## config.mk

```make
export PLATFORM = sky130hd
export DESIGN_NAME = dcx_debug_cmp_ext
export DESIGN_NICKNAME = d
export VERILOG_FILES = /design/src/hdl/dcx_pkg.sv /design/src/hdl/dcx_debug_cmp_ext.sv /design/src/hdl/dcx_addr_cmp.sv
export SDC_FILE = /design/constraint.sdc
export NUM_CORES = 1
export LEC_CHECK = 0
export BUFFER_PORTS_ARGS = -buffer_cell sky130_fd_sc_hd__buf_4
export CAP_MARGIN = 20
export CORE_AREA = 2 2 262 264
export CTS_CLUSTER_SIZE = 8
export DETAILED_ROUTE_END_ITERATION = 16
export DIE_AREA = 0 0 264 266
export PLACE_DENSITY = 0.46
export SLEW_MARGIN = 20
export SYNTH_ARGS = -nofsm -noshare
export SYNTH_HDL_FRONTEND = slang
export SYNTH_SLANG_ARGS = --single-unit
```

## constraint.sdc

```tcl
create_clock -name clk -period 5.14 [get_ports clk]
set_input_delay 0.257 -clock clk [delete_from_list [all_inputs] [get_ports clk]]
set_output_delay 0.257 -clock clk [all_outputs]
set_load 0.01 [all_outputs]
```

## src/hdl/dcx_pkg.sv

```systemverilog
// constants, mode types and helper functions for the debug compare extension block
// assumes 32-bit registers with bit 0 as the most significant bit in field naming
package dcx_pkg;

  // special-register numbers
  localparam logic [9:0]  SPR_DATA_EXT    = 10'h233;
  localparam logic [9:0]  SPR_UPPER_INSTR = 10'h234;
  localparam logic [9:0]  SPR_INSTR_MASK  = 10'h25b;

  localparam logic [31:0] RESET_VAL       = 32'h0000_0000;

  // implemented bits of each register, everything else is reserved
  localparam logic [31:0] WMASK_DATA_EXT    = 32'h5000_ff00;
  localparam logic [31:0] WMASK_UPPER_INSTR = 32'hffc0_ffc0;
  localparam logic [31:0] WMASK_INSTR_MASK  = 32'hffff_ffff;

  // data_compare_extension_ctrl field positions (lsb index)
  localparam int POS_VAL_ONE_POL  = 30;
  localparam int POS_VAL_TWO_POL  = 28;
  localparam int POS_DATA_ONE_XM  = 12;
  localparam int POS_DATA_TWO_XM  = 8;

  // upper_instr_compare_ctrl field positions (lsb index)
  localparam int POS_PAIR_56_MODE = 22;
  localparam int POS_PAIR_78_MODE = 6;
  localparam int POS_QUAL_FIVE    = 28;
  localparam int POS_QUAL_SIX     = 24;
  localparam int POS_QUAL_SEVEN   = 12;
  localparam int POS_QUAL_EIGHT   = 8;

  // instr_compare_mask_ctrl: comparator n mask at [31-4n -: 4]
  localparam int POS_INSTR_XM_TOP = 31;
  localparam int XM_W             = 4;

  localparam logic [3:0]  MASK_CODE_MIN = 4'h1;
  localparam logic [3:0]  MASK_CODE_MAX = 4'hc;

  typedef enum logic [1:0] {
    PAIR_EXACT    = 2'b00,
    PAIR_BITMATCH = 2'b01,
    PAIR_RSVD_A   = 2'b10,
    PAIR_RSVD_B   = 2'b11
  } dcx_pair_e;

  typedef enum logic [1:0] {
    PRIV_ANY   = 2'b00,
    PRIV_RSVD  = 2'b01,
    PRIV_SUPER = 2'b10,
    PRIV_USER  = 2'b11
  } dcx_priv_e;

  typedef enum logic [1:0] {
    SPACE_EFF  = 2'b00,
    SPACE_NONE = 2'b01,
    SPACE_IS0  = 2'b10,
    SPACE_IS1  = 2'b11
  } dcx_space_e;

  // low-order address bits ignored for a mask code; reserved codes mask nothing
  function automatic logic [31:0] dcx_ext_mask(input logic [3:0] code);
    dcx_ext_mask = 32'h0000_0000;
    if (code >= MASK_CODE_MIN && code <= MASK_CODE_MAX) begin
      dcx_ext_mask = (32'h0000_0001 << code) - 32'h0000_0001;
    end
  endfunction : dcx_ext_mask

  // software write: under shared debug only software-owned bits change
  function automatic logic [31:0] dcx_merge(input logic [31:0] old_val,
                                            input logic [31:0] wdata,
                                            input logic [31:0] wmask,
                                            input logic [31:0] sw_owned,
                                            input logic        ext_dbg);
    logic [31:0] m;
    m = ext_dbg ? (wmask & sw_owned) : wmask;
    dcx_merge = (old_val & ~m) | (wdata & m);
  endfunction : dcx_merge

  // privilege and address-space qualifiers; reserved privilege never matches
  function automatic logic dcx_qual_ok(input logic [1:0] priv,
                                       input logic [1:0] space,
                                       input logic       user_st,
                                       input logic       is_bit);
    logic p_ok;
    logic s_ok;
    case (priv)
      PRIV_ANY:   p_ok = 1'b1;
      PRIV_SUPER: p_ok = !user_st;
      PRIV_USER:  p_ok = user_st;
      default:    p_ok = 1'b0;
    endcase
    case (space)
      SPACE_EFF: s_ok = 1'b1;
      SPACE_IS0: s_ok = !is_bit;
      SPACE_IS1: s_ok = is_bit;
      default:   s_ok = 1'b0;
    endcase
    dcx_qual_ok = p_ok & s_ok;
  endfunction : dcx_qual_ok

endpackage : dcx_pkg

```

## src/hdl/dcx_debug_cmp_ext.sv

```systemverilog
// debug compare extension: three control registers and qualified compare events
// assumes special-register moves arrive as one-cycle strobes; comparator values,
// one/two, three/four and data pair modes and resource ownership come from the rest of the debug unit
//
// Overview of operation
// - polarity bit set inverts data value match
// - data comparator one mask ignores low bits
// - data comparator two mask ignores low bits
// - masking only in exact mode; reserved codes
// - power-on clears; processor reset respects ownership
// - privilege field qualifies comparators five to eight
// - address-space field qualifies comparators five to eight
// - five/six exact mode compares equality each
// - five/six bit mode masks by six
// - seven/eight exact mode compares equality each
// - seven/eight bit mode; reserved modes silent
// - instruction one/two masks in exact mode
// - instruction three/four masks in exact mode
// - instruction five/six masks in exact mode
// - instruction seven/eight masks in exact mode
// - shared debug writes touch software bits only
`timescale 1ns/1ps
module dcx_debug_cmp_ext #(
  parameter int ADDR_W = 32,
  parameter int DATA_W = 32
) (
  input  wire logic                   clk,
  input  wire logic                   rst_n,
  input  wire logic                   proc_reset_n,
  input  wire logic                   external_debug_mode,
  input  wire logic [31:0]            sw_owned_data_ext,
  input  wire logic [31:0]            sw_owned_upper_instr,
  input  wire logic [31:0]            sw_owned_instr_mask,
  input  wire logic                   spr_wr_en,
  input  wire logic                   spr_rd_en,
  input  wire logic [9:0]             spr_num,
  input  wire logic [31:0]            spr_wdata,
  output logic      [31:0]            spr_rdata,
  output logic                        spr_rd_valid,
  output logic                        spr_rd_hit,
  input  wire logic                   fetch_valid,
  input  wire logic [ADDR_W-1:0]      fetch_addr,
  input  wire logic                   user_state_bit,
  input  wire logic                   instruction_space_bit,
  input  wire logic [7:0][ADDR_W-1:0] instr_cmp_value,
  input  wire logic [1:0]             instr_pair_one_two_mode,
  input  wire logic [1:0]             instr_pair_three_four_mode,
  input  wire logic                   data_valid,
  input  wire logic [ADDR_W-1:0]      data_addr,
  input  wire logic [1:0][ADDR_W-1:0] data_cmp_value,
  input  wire logic [1:0]             data_cmp_pair_mode,
  input  wire logic [DATA_W-1:0]      data_value,
  input  wire logic [DATA_W-1:0]      value_comparator_one,
  input  wire logic [DATA_W-1:0]      value_comparator_two,
  output logic      [7:0]             instr_event,
  output logic      [1:0]             data_addr_event,
  output logic      [1:0]             value_event
);

  logic [31:0] data_ext_reg;
  logic [31:0] data_ext_next;
  logic [31:0] upper_instr_reg;
  logic [31:0] upper_instr_next;
  logic [31:0] instr_mask_reg;
  logic [31:0] instr_mask_next;
  logic [31:0] rdata_reg;
  logic [31:0] rdata_next;
  logic        rd_valid_reg;
  logic        rd_hit_reg;
  logic        rd_hit_next;
  logic [7:0]  instr_ev_reg;
  logic [7:0]  instr_ev_next;
  logic [1:0]  daddr_ev_reg;
  logic [1:0]  daddr_ev_next;
  logic [1:0]  val_ev_reg;
  logic [1:0]  val_ev_next;

  logic [7:0][1:0] instr_pm;
  logic [7:0]      instr_exact;
  logic [1:0]      data_exact;
  logic [3:0][1:0] up_priv;
  logic [3:0][1:0] up_space;
  logic [1:0]      pm56;
  logic [1:0]      pm78;
  logic            val_pol_one;
  logic            val_pol_two;

  assign pm56        = upper_instr_reg[dcx_pkg::POS_PAIR_56_MODE +: 2];
  assign pm78        = upper_instr_reg[dcx_pkg::POS_PAIR_78_MODE +: 2];
  assign val_pol_one = data_ext_reg[dcx_pkg::POS_VAL_ONE_POL];
  assign val_pol_two = data_ext_reg[dcx_pkg::POS_VAL_TWO_POL];

  // register file: processor reset beats a same-cycle software write
  always_comb begin
    data_ext_next    = data_ext_reg;
    upper_instr_next = upper_instr_reg;
    instr_mask_next  = instr_mask_reg;
    if (!proc_reset_n) begin
      if (!external_debug_mode) begin
        data_ext_next    = dcx_pkg::RESET_VAL;
        upper_instr_next = dcx_pkg::RESET_VAL;
        instr_mask_next  = dcx_pkg::RESET_VAL;
      end else begin
        data_ext_next    = data_ext_reg & ~sw_owned_data_ext;
        upper_instr_next = upper_instr_reg & ~sw_owned_upper_instr;
        instr_mask_next  = instr_mask_reg & ~sw_owned_instr_mask;
      end
    end else if (spr_wr_en) begin
      case (spr_num)
        dcx_pkg::SPR_DATA_EXT: begin
          data_ext_next = dcx_pkg::dcx_merge(data_ext_reg, spr_wdata,
                            dcx_pkg::WMASK_DATA_EXT, sw_owned_data_ext,
                            external_debug_mode);
        end
        dcx_pkg::SPR_UPPER_INSTR: begin
          upper_instr_next = dcx_pkg::dcx_merge(upper_instr_reg, spr_wdata,
                               dcx_pkg::WMASK_UPPER_INSTR, sw_owned_upper_instr,
                               external_debug_mode);
        end
        dcx_pkg::SPR_INSTR_MASK: begin
          instr_mask_next = dcx_pkg::dcx_merge(instr_mask_reg, spr_wdata,
                              dcx_pkg::WMASK_INSTR_MASK, sw_owned_instr_mask,
                              external_debug_mode);
        end
        default: begin
          data_ext_next = data_ext_reg;
        end
      endcase
    end
  end

  // read port: one cycle after the strobe; unknown numbers read zero
  always_comb begin
    rdata_next  = 32'h0000_0000;
    rd_hit_next = 1'b0;
    if (spr_rd_en) begin
      case (spr_num)
        dcx_pkg::SPR_DATA_EXT: begin
          rdata_next  = data_ext_reg & dcx_pkg::WMASK_DATA_EXT;
          rd_hit_next = 1'b1;
        end
        dcx_pkg::SPR_UPPER_INSTR: begin
          rdata_next  = upper_instr_reg & dcx_pkg::WMASK_UPPER_INSTR;
          rd_hit_next = 1'b1;
        end
        dcx_pkg::SPR_INSTR_MASK: begin
          rdata_next  = instr_mask_reg;
          rd_hit_next = 1'b1;
        end
        default: begin
          rdata_next  = 32'h0000_0000;
          rd_hit_next = 1'b0;
        end
      endcase
    end
  end

  always_ff @(posedge clk or negedge rst_n) begin
    if (!rst_n) begin
      data_ext_reg    <= dcx_pkg::RESET_VAL;
      upper_instr_reg <= dcx_pkg::RESET_VAL;
      instr_mask_reg  <= dcx_pkg::RESET_VAL;
      rdata_reg       <= 32'h0000_0000;
      rd_valid_reg    <= 1'b0;
      rd_hit_reg      <= 1'b0;
    end else begin
      data_ext_reg    <= data_ext_next;
      upper_instr_reg <= upper_instr_next;
      instr_mask_reg  <= instr_mask_next;
      rdata_reg       <= rdata_next;
      rd_valid_reg    <= spr_rd_en;
      rd_hit_reg      <= rd_hit_next;
    end
  end

  // pair mode and qualifier fields per comparator
  always_comb begin
    instr_pm[0] = instr_pair_one_two_mode;
    instr_pm[1] = instr_pair_one_two_mode;
    instr_pm[2] = instr_pair_three_four_mode;
    instr_pm[3] = instr_pair_three_four_mode;
    instr_pm[4] = pm56;
    instr_pm[5] = pm56;
    instr_pm[6] = pm78;
    instr_pm[7] = pm78;
    up_priv[0]  = upper_instr_reg[dcx_pkg::POS_QUAL_FIVE + 2 +: 2];
    up_space[0] = upper_instr_reg[dcx_pkg::POS_QUAL_FIVE +: 2];
    up_priv[1]  = upper_instr_reg[dcx_pkg::POS_QUAL_SIX + 2 +: 2];
    up_space[1] = upper_instr_reg[dcx_pkg::POS_QUAL_SIX +: 2];
    up_priv[2]  = upper_instr_reg[dcx_pkg::POS_QUAL_SEVEN + 2 +: 2];
    up_space[2] = upper_instr_reg[dcx_pkg::POS_QUAL_SEVEN +: 2];
    up_priv[3]  = upper_instr_reg[dcx_pkg::POS_QUAL_EIGHT + 2 +: 2];
    up_space[3] = upper_instr_reg[dcx_pkg::POS_QUAL_EIGHT +: 2];
  end

  for (genvar gi = 0; gi < 8; gi++) begin : g_instr_cmp
    dcx_addr_cmp #(
      .ADDR_W (ADDR_W)
    ) u_cmp (
      .addr      (fetch_addr),
      .cmp_value (instr_cmp_value[gi]),
      .mask_code (instr_mask_reg[dcx_pkg::POS_INSTR_XM_TOP - dcx_pkg::XM_W*gi -: 4]),
      .pair_mode (instr_pm[gi]),
      .exact_hit (instr_exact[gi])
    );
  end

  dcx_addr_cmp #(
    .ADDR_W (ADDR_W)
  ) u_data_one (
    .addr      (data_addr),
    .cmp_value (data_cmp_value[0]),
    .mask_code (data_ext_reg[dcx_pkg::POS_DATA_ONE_XM +: 4]),
    .pair_mode (data_cmp_pair_mode),
    .exact_hit (data_exact[0])
  );

  dcx_addr_cmp #(
    .ADDR_W (ADDR_W)
  ) u_data_two (
    .addr      (data_addr),
    .cmp_value (data_cmp_value[1]),
    .mask_code (data_ext_reg[dcx_pkg::POS_DATA_TWO_XM +: 4]),
    .pair_mode (data_cmp_pair_mode),
    .exact_hit (data_exact[1])
  );

  // event computation, registered before leaving the block
  always_comb begin
    instr_ev_next = 8'h00;
    for (int k = 0; k < 4; k++) begin
      instr_ev_next[k] = fetch_valid & instr_exact[k];
    end
    for (int k = 0; k < 4; k++) begin
      if (instr_pm[4+k] == dcx_pkg::PAIR_EXACT) begin
        instr_ev_next[4+k] = fetch_valid & instr_exact[4+k] &
          dcx_pkg::dcx_qual_ok(up_priv[k], up_space[k], user_state_bit,
                               instruction_space_bit);
      end
    end
    if (pm56 == dcx_pkg::PAIR_BITMATCH) begin
      instr_ev_next[4] = fetch_valid &
        ((fetch_addr & instr_cmp_value[5]) == (instr_cmp_value[4] & instr_cmp_value[5])) &
        dcx_pkg::dcx_qual_ok(up_priv[0], up_space[0], user_state_bit,
                             instruction_space_bit);
    end
    if (pm78 == dcx_pkg::PAIR_BITMATCH) begin
      instr_ev_next[6] = fetch_valid &
        ((fetch_addr & instr_cmp_value[7]) == (instr_cmp_value[6] & instr_cmp_value[7])) &
        dcx_pkg::dcx_qual_ok(up_priv[2], up_space[2], user_state_bit,
                             instruction_space_bit);
    end
    daddr_ev_next = {data_valid & data_exact[1], data_valid & data_exact[0]};
    val_ev_next[0] = data_valid & ((data_value == value_comparator_one) ^ val_pol_one);
    val_ev_next[1] = data_valid & ((data_value == value_comparator_two) ^ val_pol_two);
  end

  always_ff @(posedge clk or negedge rst_n) begin
    if (!rst_n) begin
      instr_ev_reg <= 8'h00;
      daddr_ev_reg <= 2'h0;
      val_ev_reg   <= 2'h0;
    end else begin
      instr_ev_reg <= instr_ev_next;
      daddr_ev_reg <= daddr_ev_next;
      val_ev_reg   <= val_ev_next;
    end
  end

  assign spr_rdata       = rdata_reg;
  assign spr_rd_valid    = rd_valid_reg;
  assign spr_rd_hit      = rd_hit_reg;
  assign instr_event     = instr_ev_reg;
  assign data_addr_event = daddr_ev_reg;
  assign value_event     = val_ev_reg;
endmodule : dcx_debug_cmp_ext

```

## src/hdl/dcx_addr_cmp.sv

```systemverilog
// one address comparator with power-of-two extended mask in exact mode
// assumes the caller registers the result; purely combinational
`timescale 1ns/1ps
module dcx_addr_cmp #(
  parameter int ADDR_W = 32
) (
  input  wire logic [ADDR_W-1:0] addr,
  input  wire logic [ADDR_W-1:0] cmp_value,
  input  wire logic [3:0]        mask_code,
  input  wire logic [1:0]        pair_mode,
  output logic                   exact_hit
);

  logic [31:0]       ign_full;
  logic [ADDR_W-1:0] ign;

  always_comb begin
    ign_full  = dcx_pkg::dcx_ext_mask(mask_code);
    ign       = ign_full[ADDR_W-1:0];
    // masking and the match itself count only in exact pair mode
    exact_hit = (pair_mode == dcx_pkg::PAIR_EXACT) &&
                (((addr ^ cmp_value) & ~ign) == '0);
  end

endmodule : dcx_addr_cmp

```

==> metrics list, run 1 <==
* Max VDD drop: 0.162 mV
* Number of levels the H-tree was split into: 3
- By area the synthesized netlist is led by sky130_fd_sc_hd__dfrtp_1 (19%), sky130_fd_sc_hd__xor2_1 (14%), sky130_fd_sc_hd__xnor2_1 (10%).
* Leading register cell type out of synthesis: sky130_fd_sc_hd__dfrtp_1
- The tool flagged a number of max-cap violations equal to 0.
- Synthesized area divided by synthesized cell count: 7.68 µm²
- During I/O placement, the number of pins put on the boundary was 680.
* Global router's overall resource usage: 21.7%
- Max-Slew Margin vs Limit: 37.1%
- Fmax achieved: 0.322 GHz
* Number of sinks on the clock net: about 110
* Worst Reg-to-Reg Cells: 9
* Drt initial violations: slightly above 900
* CTS root buf: sky130_fd_sc_hd__clkbuf_16
- Detailed-route wire length per cell: approximately 24 µm
- The congestion estimate from routability-driven global placement came to 0.934.
- Critical Setup Path Class: reg2reg
- Seq/Total Area, Yosys: roughly a fifth
- Post-CTS Setup Inserts: 0
* Total power after layout: approximately 0.0027 W
* Net count of the finished layout: between 3,000 and 4,000
- After detailed routing, the number of remaining DRC violations is 0.
* Clock latency of the later-clocked register in the worst-skew pair: about 400 ps
- Die Area: about 70,000 µm²
- Along the worst hold path, the cell count comes to 2.
- The count of pins over their slew limit is 0.
- For the final database, setup skew stands at 20.6 ps.
* Port bufs: 645
* Kind of end point of the critical path: register
* Unrepaired setup endpoints after global routing: no
- Arrival time at the worst endpoint: 3420 ps
- Count of cell types in the netlist: a little over 80
* Number of enable-type register cells in the synthesized netlist: 0
- Post-layout min period: between 3000 and 4000 ps
- The number of antenna violations at the first check in global routing came to 7.
- Leftover overflow at the end of global routing: 0
- Row generation in the floorplan step produced between 90 and 100 rows.
- Synthesis produced a netlist with a net count of around 2,600.
- CTS tree: built
- CTS Buf Count: 9
* Layout cells sized above 1: approximately 29%
* Half-perimeter wire length of the detailed placement result: around 66 mm
- Async set-reset flop share out of synthesis: 100%
- On the critical path the largest part of the delay comes from simple AND/OR/NAND/NOR gates.
* Cell type with the highest occurrence count on the critical path: sky130_fd_sc_hd__o21ai_0
- In the routed layout, each cell is associated on average with a via count of 4.94.
* DIE HEIGHT: approximately 270 µm
* Critical path's slowest cell: sky130_fd_sc_hd__dfrtp_1
- The worst path uses 60.4% of the clock period.
- Critical Path Fanout Max: 14
- Power per cell area: between 100 and 150 nW/µm²
- Global-route wire length before repair: ~110 mm
* HP Class: in2reg
- Sum of negative setup slack: 0 ps
* Ordered cell list for the critical path: or2_2 > or3_1 > ha_1 > or3b_2 > o21ai_0 > nand4_1 > o21ai_0 > o2111ai_1 > o31ai_1
- Largest net degree at the start of global routing: 72
- Most common cell in the synthesized netlist: sky130_fd_sc_hd__xor2_1
- The analysis attributes to cell leakage a power of slightly below 9 nW.
- Number of global-route vias before repair: 16,500
- Initial core utilization: between 20% and 30%
- Relative to the synthesized area, the layout overhead comes to 40.5%.
- Data on the critical path is required at its endpoint by ~5500 ps.
- CP startpoint kind: register
* Core area: 67,700 µm²
- The longest clock path from root to sink contains 2 buffers.
- The number of buffers and inverters on the critical path is 0.
- The flow ran to the end, and the final reports show no timing, DRC or antenna violations.
* DRT Wirelength: ~79 mm
* Final Hold Viols: 0
- Via Count: approximately 16,000
* Post-CTS clock slew at the launch and capture registers of the worst setup and hold paths: 100 ps
- Seq cells post-synth: approximately 110
* Die Span X: between 200 and 300 µm
* Largest stage delay, worst path: 580 ps
* Post-Synthesis Cell Area: 14,300 µm²
* Top cell type by total area after synthesis: sky130_fd_sc_hd__dfrtp_1
- Setup-failing EPs final: 0
- Area share of the largest cell type after synthesis: 19.0%
- Gates resized during post-CTS repair numbered 0.
- The detail route stage leaves a number of antenna-violating nets equal to 0.
- Ranked by instance count, the synthesized netlist is headed by sky130_fd_sc_hd__xor2_1 (221), sky130_fd_sc_hd__nand2_1 (210), sky130_fd_sc_hd__o21ai_0 (206), sky130_fd_sc_hd__xnor2_1 (170), sky130_fd_sc_hd__clkbuf_1 (109).
* Transition time of the tightest slew-check pin: 919 ps
* TritonRoute pass-1 iters: 6
- Number of logic stages on the critical path including buffering: 9
* Number of warnings reported in the yosys synthesis log: 0
* Syn Inst Count: roughly 1,900
-- cell usage in the layout, fill, tap and decap left out, drive strengths merged, types with 6 or more instances in the layout --
master,n
nand2b,10
a21oi,56
or3,7
nor2b,27
o311ai,7
nand3b,12
and4,8
dfrtp,108
a21o,8
o2111ai,6
a22oi,14
inv,89
a32o,63
a2111oi,8
buf,656
ha,84
a222oi,13
o31ai,11
a31oi,23
nand2,211
o21ai,208
o22ai,7
nand4,44
and3,24
xor2,221
o221ai,6
a21boi,6
nand3,25
nor3b,9
o211ai,8
xnor2,170
nor2,76
clkbuf,9
a221oi,8
nor4,45
or4,8
nor3,22
-- through the flow --
step | hold slack [ps] | worst slack [ps] | area, µm² | std cells | util, %
global route | 130 | 1700 | 20000 | 3273 | 29.6
finish | 158 | 2030 | 20000 | 3275 | 29.6
floorplan | -38.6 | 2480 | 14300 | 1857 | -
detailed placement | 360 | 2000 | 19700 | 3253 | 29.1
CTS | 129 | 1950 | 20000 | 3270 | 29.5
global placement | 367 | 2040 | 19700 | 3252 | 29.1
-- layer usage --
metal | wire length, µm | GRT usage [%]
met3 | 5210 | 4.66
met1 | 32000 | 25.3
met5 | 25 | 0
met2 | 39000 | 38.4
met4 | 2820 | 8.85
-- what timing repair did --
item                                    CTS  global route
hold buffers                              1             0
endpoints found under the hold margin    70             0
endpoints found under the setup margin    0             0
-- layout make-up --
type | instances | area, µm²
timing repair buffer | 657 | 4940
sequential | 108 | 2700
clock inverter | 7 | 73.8
tap | 882 | 1100
multi-input combinational | 1521 | 10600
fill | 7410 | 47700
inverter | 86 | 324
antenna | 5 | 12.5
clock buffer | 9 | 225
-- cell families (layout without fill, tap and decap cells) --
| logic type | Yosys count | after routing | synth area share, % |
|---|---|---|---|
| compound gates | 488 | 488 | 23.0 |
| xor+xnor | 391 | 391 | 24.0 |
| fa+ha+maj | 84 | 84 | 7.37 |
| buf+inv | 228 | 759 | 6.42 |
| flops | 108 | 108 | 19.0 |
| mux | 4 | 4 | 0.290 |
| other cells | 0 | 5 | 0 |
| simple gates | 554 | 554 | 20.0 |
-- worst paths after layout --
| path | to | slack (ps) | start |
|---|---|---|---|
| max | instr_event[6] | 2030 | register |
| min | value_event[1] | 160 | data_valid |
| max reg2reg | instr_event[6] | 2030 | register |
| min reg2reg | register | 600 | register |
| max in group asynchronous | asynchronous set/reset pin | 3510 | rst_n |
| min in group asynchronous | spr_rdata[29] | 450 | rst_n |
-- power by group --
part | switching, W | leakage (nW) | internal (W) | total [W]
Clock | 0.000425 | 0.147 | 0.000347 | 0.000773
Sequential | 0.00000127 | 1.51 | 0.000850 | 0.000851
Combinational | 0.000548 | 7.18 | 0.000550 | 0.00110
No activity file was read; power rests on OpenSTA's default activity.
==> inputs of run 2 (changes only) <==
Settings changed: CORE_AREA 2 2 262 264 to 2 2 268 270, DIE_AREA 0 0 264 266 to 0 0 270 272.
Clock period 5.14 ns to 2.6 ns, I/O delays scaled along.
==> metrics list, run 2 (synthesized netlist as in run 1, its figures left out) <==
- The die footprint is 73,400 µm² (was 70,200 µm²).
- The classification of the worst setup path is reg2reg (unchanged).
- The final number of setup-violating endpoints is 0 (unchanged).
- The largest delay contributor family on the critical path is simple AND/OR/NAND/NOR gates (unchanged).
* Count of placed standard cells in the final layout, fillers left out: 3,418 (was 3,275)
* Final ANT Viol Nets: 0 (unchanged)
* Port bufs: 645 (unchanged)
* Number of placed I/O pins: 680 (unchanged)
* Drt initial violations: 1,214 (was 924)
- The relative slew slack was 44.8% (was 37.1%).
- The leakage power figure is 9.28 nW (was 8.84 nW).
- The initial standard-cell utilization of the core came to 20.2% (was 21.1%).
* Power per cell area: 267 nW/µm² (was 136 nW/µm²)
- The buffers plus inverters on the worst setup path came to 1 (was 0).
- The largest incremental delay on the critical path came to 570 ps (was 580 ps).
- The number of nets in the final layout is 3,179 (was 3,101).
- Post-layout min period: 2500 ps (was 3110 ps)
* CTS tree: built (unchanged)
- Transition time of the tightest slew-check pin: 818 ps (was 919 ps)
- Max clock buf depth: 2 (unchanged)
- Placed instance count: 3,395 (was 3,253)
- The commonest non-fill, non-tap cell in the layout is sky130_fd_sc_hd__buf_4 (unchanged).
- The CTS root buffer is sky130_fd_sc_hd__clkbuf_16 (unchanged).
- The horizontal extent of the die came to 270 µm (was 264 µm).
- The total area of multi-input combinational cells came to 10,800 µm² (was 10,600 µm²).
* Post-CTS clock slew at the launch and capture registers of the worst setup and hold paths: 90 ps (was 100 ps)
* Vias per cell: 4.85 (was 4.94)
- The worst IR drop on VDD was 0.345 mV (was 0.162 mV).
- The share of the core filled with cells in the final layout was 29.5% (was 29.6%).
* Area growth, synth to finish: 46.3% (was 40.5%)
- The number of antenna violations at the first check in global routing was 5 (was 7).
* Standard cell area after detailed placement: 20,400 µm² (was 19,700 µm²)
- Arrival time at the worst endpoint: 2800 ps (was 3420 ps)
- The first-pass GRT wire length was 119 mm (was 111 mm).
- The pin count of the biggest net entering global routing came to 65 (was 72).
- The slowest cell on the critical path is sky130_fd_sc_hd__or4_4 (was sky130_fd_sc_hd__dfrtp_1).
- The count of clock tree sinks was 108 (unchanged).
- The floorplan die height was 272 µm (was 266 µm).
* Number of global-route vias before repair: 16,900 (was 16,500)
- The highest net fanout along the worst path was 4 (was 14).
* Number of levels the H-tree was split into: 3 (unchanged)
* Via Count: 16,600 (was 16,200)
- Fmax achieved: 0.400 GHz (was 0.322 GHz)
- Max-capacitance violation count: 0 (unchanged)
* Status: finished, final reports clean (unchanged)
- The number of buffers added by the clock tree synthesis step came to 9 (unchanged).
* Most frequent cells in the layout: sky130_fd_sc_hd__buf_4 (731), sky130_fd_sc_hd__xor2_1 (221), sky130_fd_sc_hd__nand2_1 (209) (was sky130_fd_sc_hd__buf_4 (654), sky130_fd_sc_hd__xor2_1 (221), sky130_fd_sc_hd__nand2_1 (210))
- The global placement routability congestion is 1.01 (was 0.934).
- The count of final hold-check violations was 0 (unchanged).
- The type of the tightest min-delay check is in2reg (unchanged).
- The data required time of the worst path was 2900 ps (was 5450 ps).
* Detailed-route wire length per cell: 24.7 µm (was 24.1 µm)
- Total power after layout: 0.00558 W (was 0.00272 W)
- Half-perimeter wire length of the detailed placement result: 72.3 mm (was 66.4 mm)
- Number of cell rows: 98 (was 96)
* Final cycle utilization of the critical path: 96.1% (was 60.4%)
- The post-route setup TNS came to 0 ps (unchanged).
- Clock latency of the later-clocked register in the worst-skew pair: 400 ps (about the same)
- The ratio of cells with drive above 1 in the final layout was 32.0% (was 29.0%).
* Post-route cell area: 20,900 µm² (was 20,000 µm²)
* Core area: 70,800 µm² (was 67,700 µm²)
- The total routed wirelength came to 84.5 mm (was 79.0 mm).
- The launching element type of the critical path is a register (unchanged).
- Global router's overall resource usage: 22.3% (was 21.7%)
- Sequential cell area: 2700 µm² (unchanged)
- The count of pins over their slew limit is 0 (unchanged).
* Number of fill cells in the layout: 7,728 (was 7,410)
* Leftover overflow at the end of global routing: 0 (unchanged)
- Ordered cell list for the critical path: or4_4 > ha_4 > buf_4 > nor2_1 > or4bb_1 > nand3_1 > nand4_1 > o41ai_2 (was or2_2 > or3_1 > ha_1 > or3b_2 > o21ai_0 > nand4_1 > o21ai_0 > o2111ai_1 > o31ai_1).
- Kind of end point of the critical path: register (unchanged)
- Unrepaired setup endpoints after global routing: yes (was no)
* Worst-case clock skew: 12.2 ps (was 20.6 ps)
- The total iterations of the first detailed-routing run was 5 (was 6).
* Number of design rule violations left after detail routing: 0 (unchanged)
==> run 2: changes by cell type in the layout (fill, tap and decap cells not counted), sizes merged <==
cell	change
buf	+77
bufinv	+2
clkinv	-1
diode	-3
dlygate4sd3	+1
inv	-1
==> run 2: final timing paths <==
kind / cells after the start / slack (ps) / end / from
setup reg to reg: 8 / 100 / instr_event[4] / register
min in group asynchronous: 2 / 190 / spr_rd_hit / rst_n
setup / recovery: 8 / 100 / instr_event[4] / register
hold / removal: 1 / 20 / spr_rd_valid / spr_rd_en
hold reg to reg: 1 / 590 / register / register
max in group asynchronous: 3 / 1600 / spr_rdata[5] / rst_n
==> run 2: per-layer routing <==
layer | track usage (%) | wire length [µm] | share of wire, % | vias up
met1 | 26.3 | 34100 | 40 | 7963
li1 | - | - | - | 7852
met2 | 40.6 | 42600 | 50 | 710
met3 | 5.58 | 6400 | 7.6 | 47
met4 | 4.58 | 1310 | 1.5 | 4
met5 | 0 | 29 | 0.034 | -
==> run 2: timing repair <==
action / CTS / global route
setup buffers: 0 / 3
hold endpoints to repair: 51 / 0
resized for setup: 2 / 29
pin swaps: 0 / 17
endpoints found under the setup margin: 2 / 7
cloned: 0 / 0
hold buffers: 2 / 0
==> run 2: final cells by class <==
cell class,instances,area share [%]
multi-input combinational,1521,51.7
timing repair buffer,735,26.5
sequential,108,13.0
tap,950,5.70
inverter,86,1.55
clock buffer,9,1.08
clock inverter,7,0.462
antenna,2,0.0240
==> run 2: worst reg2reg max path, cell delays in order, from the launching register on <==
cell,delay (ps)
sky130_fd_sc_hd__dfrtp_1,390
sky130_fd_sc_hd__or4_4,570
sky130_fd_sc_hd__ha_4,190
sky130_fd_sc_hd__buf_4,140
sky130_fd_sc_hd__nor2_1,210
sky130_fd_sc_hd__or4bb_1,500
sky130_fd_sc_hd__nand3_1,90
sky130_fd_sc_hd__nand4_1,110
sky130_fd_sc_hd__o41ai_2,200
==> run 2: power breakdown <==
group / total, W / internal (W) / switching, W
clock network: 0.00166 / 0.000853 / 0.000802
registers: 0.00168 / 0.00168 / 0.000000891
logic: 0.00224 / 0.00111 / 0.00113
==> run 2: per-stage QoR <==
stage / hold WS, ps / worst slack (ps)
floorplan: -166 / 22.3
global placement: 52.8 / 27.7
detailed placement: 47.5 / -1.68
CTS: 6.09 / 14.0
global route: 9.88 / -51.3
finish: 21.3 / 100
==> inputs of run 3 (changes only) <==
Settings changed: BUFFER_PORTS_ARGS -buffer_cell sky130_fd_sc_hd__buf_4 to unset, CELL_PAD_IN_SITES_DETAIL_PLACEMENT set to 0, CELL_PAD_IN_SITES_GLOBAL_PLACEMENT set to 1, CORE_AREA 2 2 268 270 to 2 2 262 264, DIE_AREA 0 0 270 272 to 0 0 264 266, DONT_BUFFER_PORTS set to 1, PLACE_DENSITY 0.46 to 0.47.
Clock period 2.6 ns to 3.1 ns, I/O delays scaled along.
==> metrics list, run 3 (synthesized netlist as in run 1, its figures left out) <==
- Status: finished, final reports clean (unchanged)
* Transition time of the tightest slew-check pin: 967 ps (was 818 ps)
* Largest net degree at the start of global routing: 109 (was 65)
- Global-route wire length before repair: 110 mm (was 119 mm)
- Clk network pwr share: 35.2% (was 29.7%)
* Net Sw Power: 0.00123 W (was 0.00194 W)
* Number of levels the H-tree was split into: 3 (unchanged)
* Power per cell area: 233 nW/µm² (was 267 nW/µm²)
- The initial standard-cell utilization of the core was 21.1% (was 20.2%).
- The count of placed standard cells including taps came to 2,656 (was 3,395).
- The horizontal extent of the die was 264 µm (was 270 µm).
- The post-route setup TNS came to 0 ps (unchanged).
- Setup-failing EPs final: 0 (unchanged)
- CTS tree: built (unchanged)
- Final ANT Viol Nets: 0 (unchanged)
- Clock latency of the later-clocked register in the worst-skew pair: 400 ps (about the same)
- Fmax achieved: 0.345 GHz (was 0.400 GHz)
* Cell-internal power: 0.00256 W (was 0.00364 W)
- Initial antenna violation count: 3 (was 5)
- The arrival time of the worst setup path was 3200 ps (was 2800 ps).
* Cell type with the highest occurrence count on the critical path: sky130_fd_sc_hd__o21ai_0
- The register share of total power is 37.1% (was 30.1%).
- The floorplan die height was 266 µm (was 272 µm).
- Global router's overall resource usage: 21.8% (was 22.3%)
* Drt initial violations: 914 (was 1,214)
- Critical Setup Path Class: reg2reg (unchanged)
* Max-capacitance violation count: 0 (unchanged)
* Ordered cell list for the critical path: or2_2 > or3_1 > ha_1 > or3b_2 > o21ai_0 > nand4_1 > o21ai_0 > o2111ai_1 > o31ai_1 (was or4_4 > ha_4 > buf_4 > nor2_1 > or4bb_1 > nand3_1 > nand4_1 > o41ai_2)
* Critical path's slowest cell: sky130_fd_sc_hd__or3b_2 (was sky130_fd_sc_hd__or4_4)
* Worst-case clock skew: 19.2 ps (was 12.2 ps)
- Kind of end point of the critical path: register (unchanged)
* Number of global-route vias before repair: 14,900 (was 16,900)
* Half-perimeter wire length of the detailed placement result: 65.0 mm (was 72.3 mm)
* Final Hold Viols: 0 (unchanged)
- Post-layout min period: 2890 ps (was 2500 ps)
- The type of the tightest min-delay check is in2reg (unchanged).
* Most frequent cells in the layout: sky130_fd_sc_hd__xor2_1 (221), sky130_fd_sc_hd__nand2_1 (210), sky130_fd_sc_hd__o21ai_0 (206) (was sky130_fd_sc_hd__buf_4 (731), sky130_fd_sc_hd__xor2_1 (221), sky130_fd_sc_hd__nand2_1 (209))
- Number of cell rows: 96 (was 98)
* Max-Slew Margin vs Limit: 35.4% (was 44.8%)
- The relative area change from synthesis to final layout came to 14.2% (was 46.3%).
* Max VDD drop: 0.313 mV (was 0.345 mV)
* Termination of the worst setup path: instr_event[6] (was instr_event[4])
- Required arrival time at the worst endpoint: 3410 ps (was 2900 ps)
- The flop-to-flop setup slack came to 210 ps (was 100 ps).
- Total power after layout: 0.00380 W (was 0.00558 W)
* Number of design rule violations left after detail routing: 0 (unchanged)
* TritonRoute pass-1 iters: 7 (was 5)
- DRT Wirelength: 78.6 mm (was 84.5 mm)
* Post-CTS clock slew at the launch and capture registers of the worst setup and hold paths: 90 ps (about the same)
- The depth of the critical timing path with buffers and inverters included was 9 (was 8).
- CP startpoint kind: register (unchanged)
- The largest incremental delay on the critical path is 480 ps (was 570 ps).
* Final cycle utilization of the critical path: 93.4% (was 96.1%)
- Final RePlAce weighted congestion: 0.921 (was 1.01)
* Count of placed standard cells in the final layout, fillers left out: 2,740 (was 3,418)
- The commonest non-fill, non-tap cell in the layout is sky130_fd_sc_hd__xor2_1 (was sky130_fd_sc_hd__buf_4).
- The largest delay contributor family on the critical path is simple AND/OR/NAND/NOR gates (unchanged).
- Critical Path Fanout Max: 5 (was 4)
- Die Area: 70,200 µm² (was 73,400 µm²)
- Layout cells sized above 1: 5.55% (was 32.0%)
- Worst Reg-to-Reg Cells: 9 (was 8)
* Vias per cell: 5.23 (was 4.85)
- Unrepaired setup endpoints after global routing: no (was yes)
- The total core area is 67,700 µm² (was 70,800 µm²).
- The average wire per standard cell was 28.7 µm (was 24.7 µm).
- Number of placed I/O pins: 680 (unchanged)
* Max clock buf depth: 2 (unchanged)
- The total number of vias is 14,300 (was 16,600).
- Port bufs: 0 (was 645)
- Number of sinks on the clock net: 108 (unchanged)
- Count of pins over their slew limit: 0 (unchanged)
- The combinational share of power is 27.6% (was 40.2%).
- The sum of overflow across all layers after global routing came to 0 (unchanged).
* CTS root buf: sky130_fd_sc_hd__clkbuf_16 (unchanged)
- The end of the worst register-to-register path was instr_event[6] (was instr_event[4]).
- The number of post-CTS setup repair buffers is 0 (unchanged).
- Net count of the finished layout: 2,570 (was 3,179)
- The number of buffers added by the clock tree synthesis step is 9 (unchanged).
* Switching share of power: 32.5% (was 34.7%)
- Pleak: 6.29 nW (was 9.28 nW)
* Buffers and inverters on the worst path: 0 (was 1)
- The final-layout fill cell count is 7,493 (was 7,728).
-- run 3: metrics by stage --
step | utilization (%) | setup slack [ps] | area, µm² | hold WS (ps)
finish | 24.0 | 205 | 16300 | 13.3
global route | 24.0 | 45.8 | 16300 | 32.1
CTS | 24.0 | 127 | 16300 | 8.07
detailed placement | 22.5 | 166 | 15200 | -137
global placement | 22.5 | 191 | 15200 | -137
floorplan | - | 442 | 14300 | -141
-- run 3: what timing repair did --
| item | CTS | global route |
|---|---|---|
| endpoints found under the setup margin | 0 | 1 |
| endpoints found under the hold margin | 197 | 0 |
| hold buffers | 67 | 0 |
| gates resized for setup | 0 | 3 |
-- run 3: final cells by class --
type | instances | area, µm² | share of cell area, %
tap | 882 | 1100 | 6.77
sequential | 108 | 2700 | 16.6
clock buffer | 9 | 225 | 1.38
inverter | 86 | 323 | 1.98
timing repair buffer | 126 | 1190 | 7.30
antenna | 1 | 2.50 | 0.0154
multi-input combinational | 1521 | 10700 | 65.4
clock inverter | 7 | 87.6 | 0.538
-- run 3: worst min path at each step --
| stage | startpoint | to | cells after the start |
|---|---|---|---|
| 2_1_floorplan | rst_n | asynchronous set/reset pin | 0 |
| 6_report | external_debug_mode | register | 1 |
| 4_1_cts | sw_owned_instr_mask[11] | register | 2 |
| 3_3_place_gp | rst_n | spr_rdata[30] | 0 |
| 5_1_grt | external_debug_mode | register | 1 |
| 3_5_place_dp | rst_n | spr_rdata[30] | 0 |
-- run 3: metal layers --
layer | track usage (%) | vias to the layer above | part of all wire [%]
met5 | 0 | - | 0.034
met4 | 9.40 | 4 | 4.3
met3 | 5.38 | 108 | 8.1
met2 | 39.5 | 694 | 50
met1 | 24.0 | 6879 | 37
li1 | - | 6633 | -
-- run 3: power groups by stage --
stage | Combinational (W) | Sequential [W] | Clock (W)
after floorplan | 0.000733 | 0.00144 | 0
after global placement | 0.000896 | 0.00144 | 0
after detailed placement | 0.000896 | 0.00144 | 0
after CTS | 0.00106 | 0.00141 | 0.00140
after global routing | 0.00116 | 0.00141 | 0.00143
final | 0.00105 | 0.00141 | 0.00134
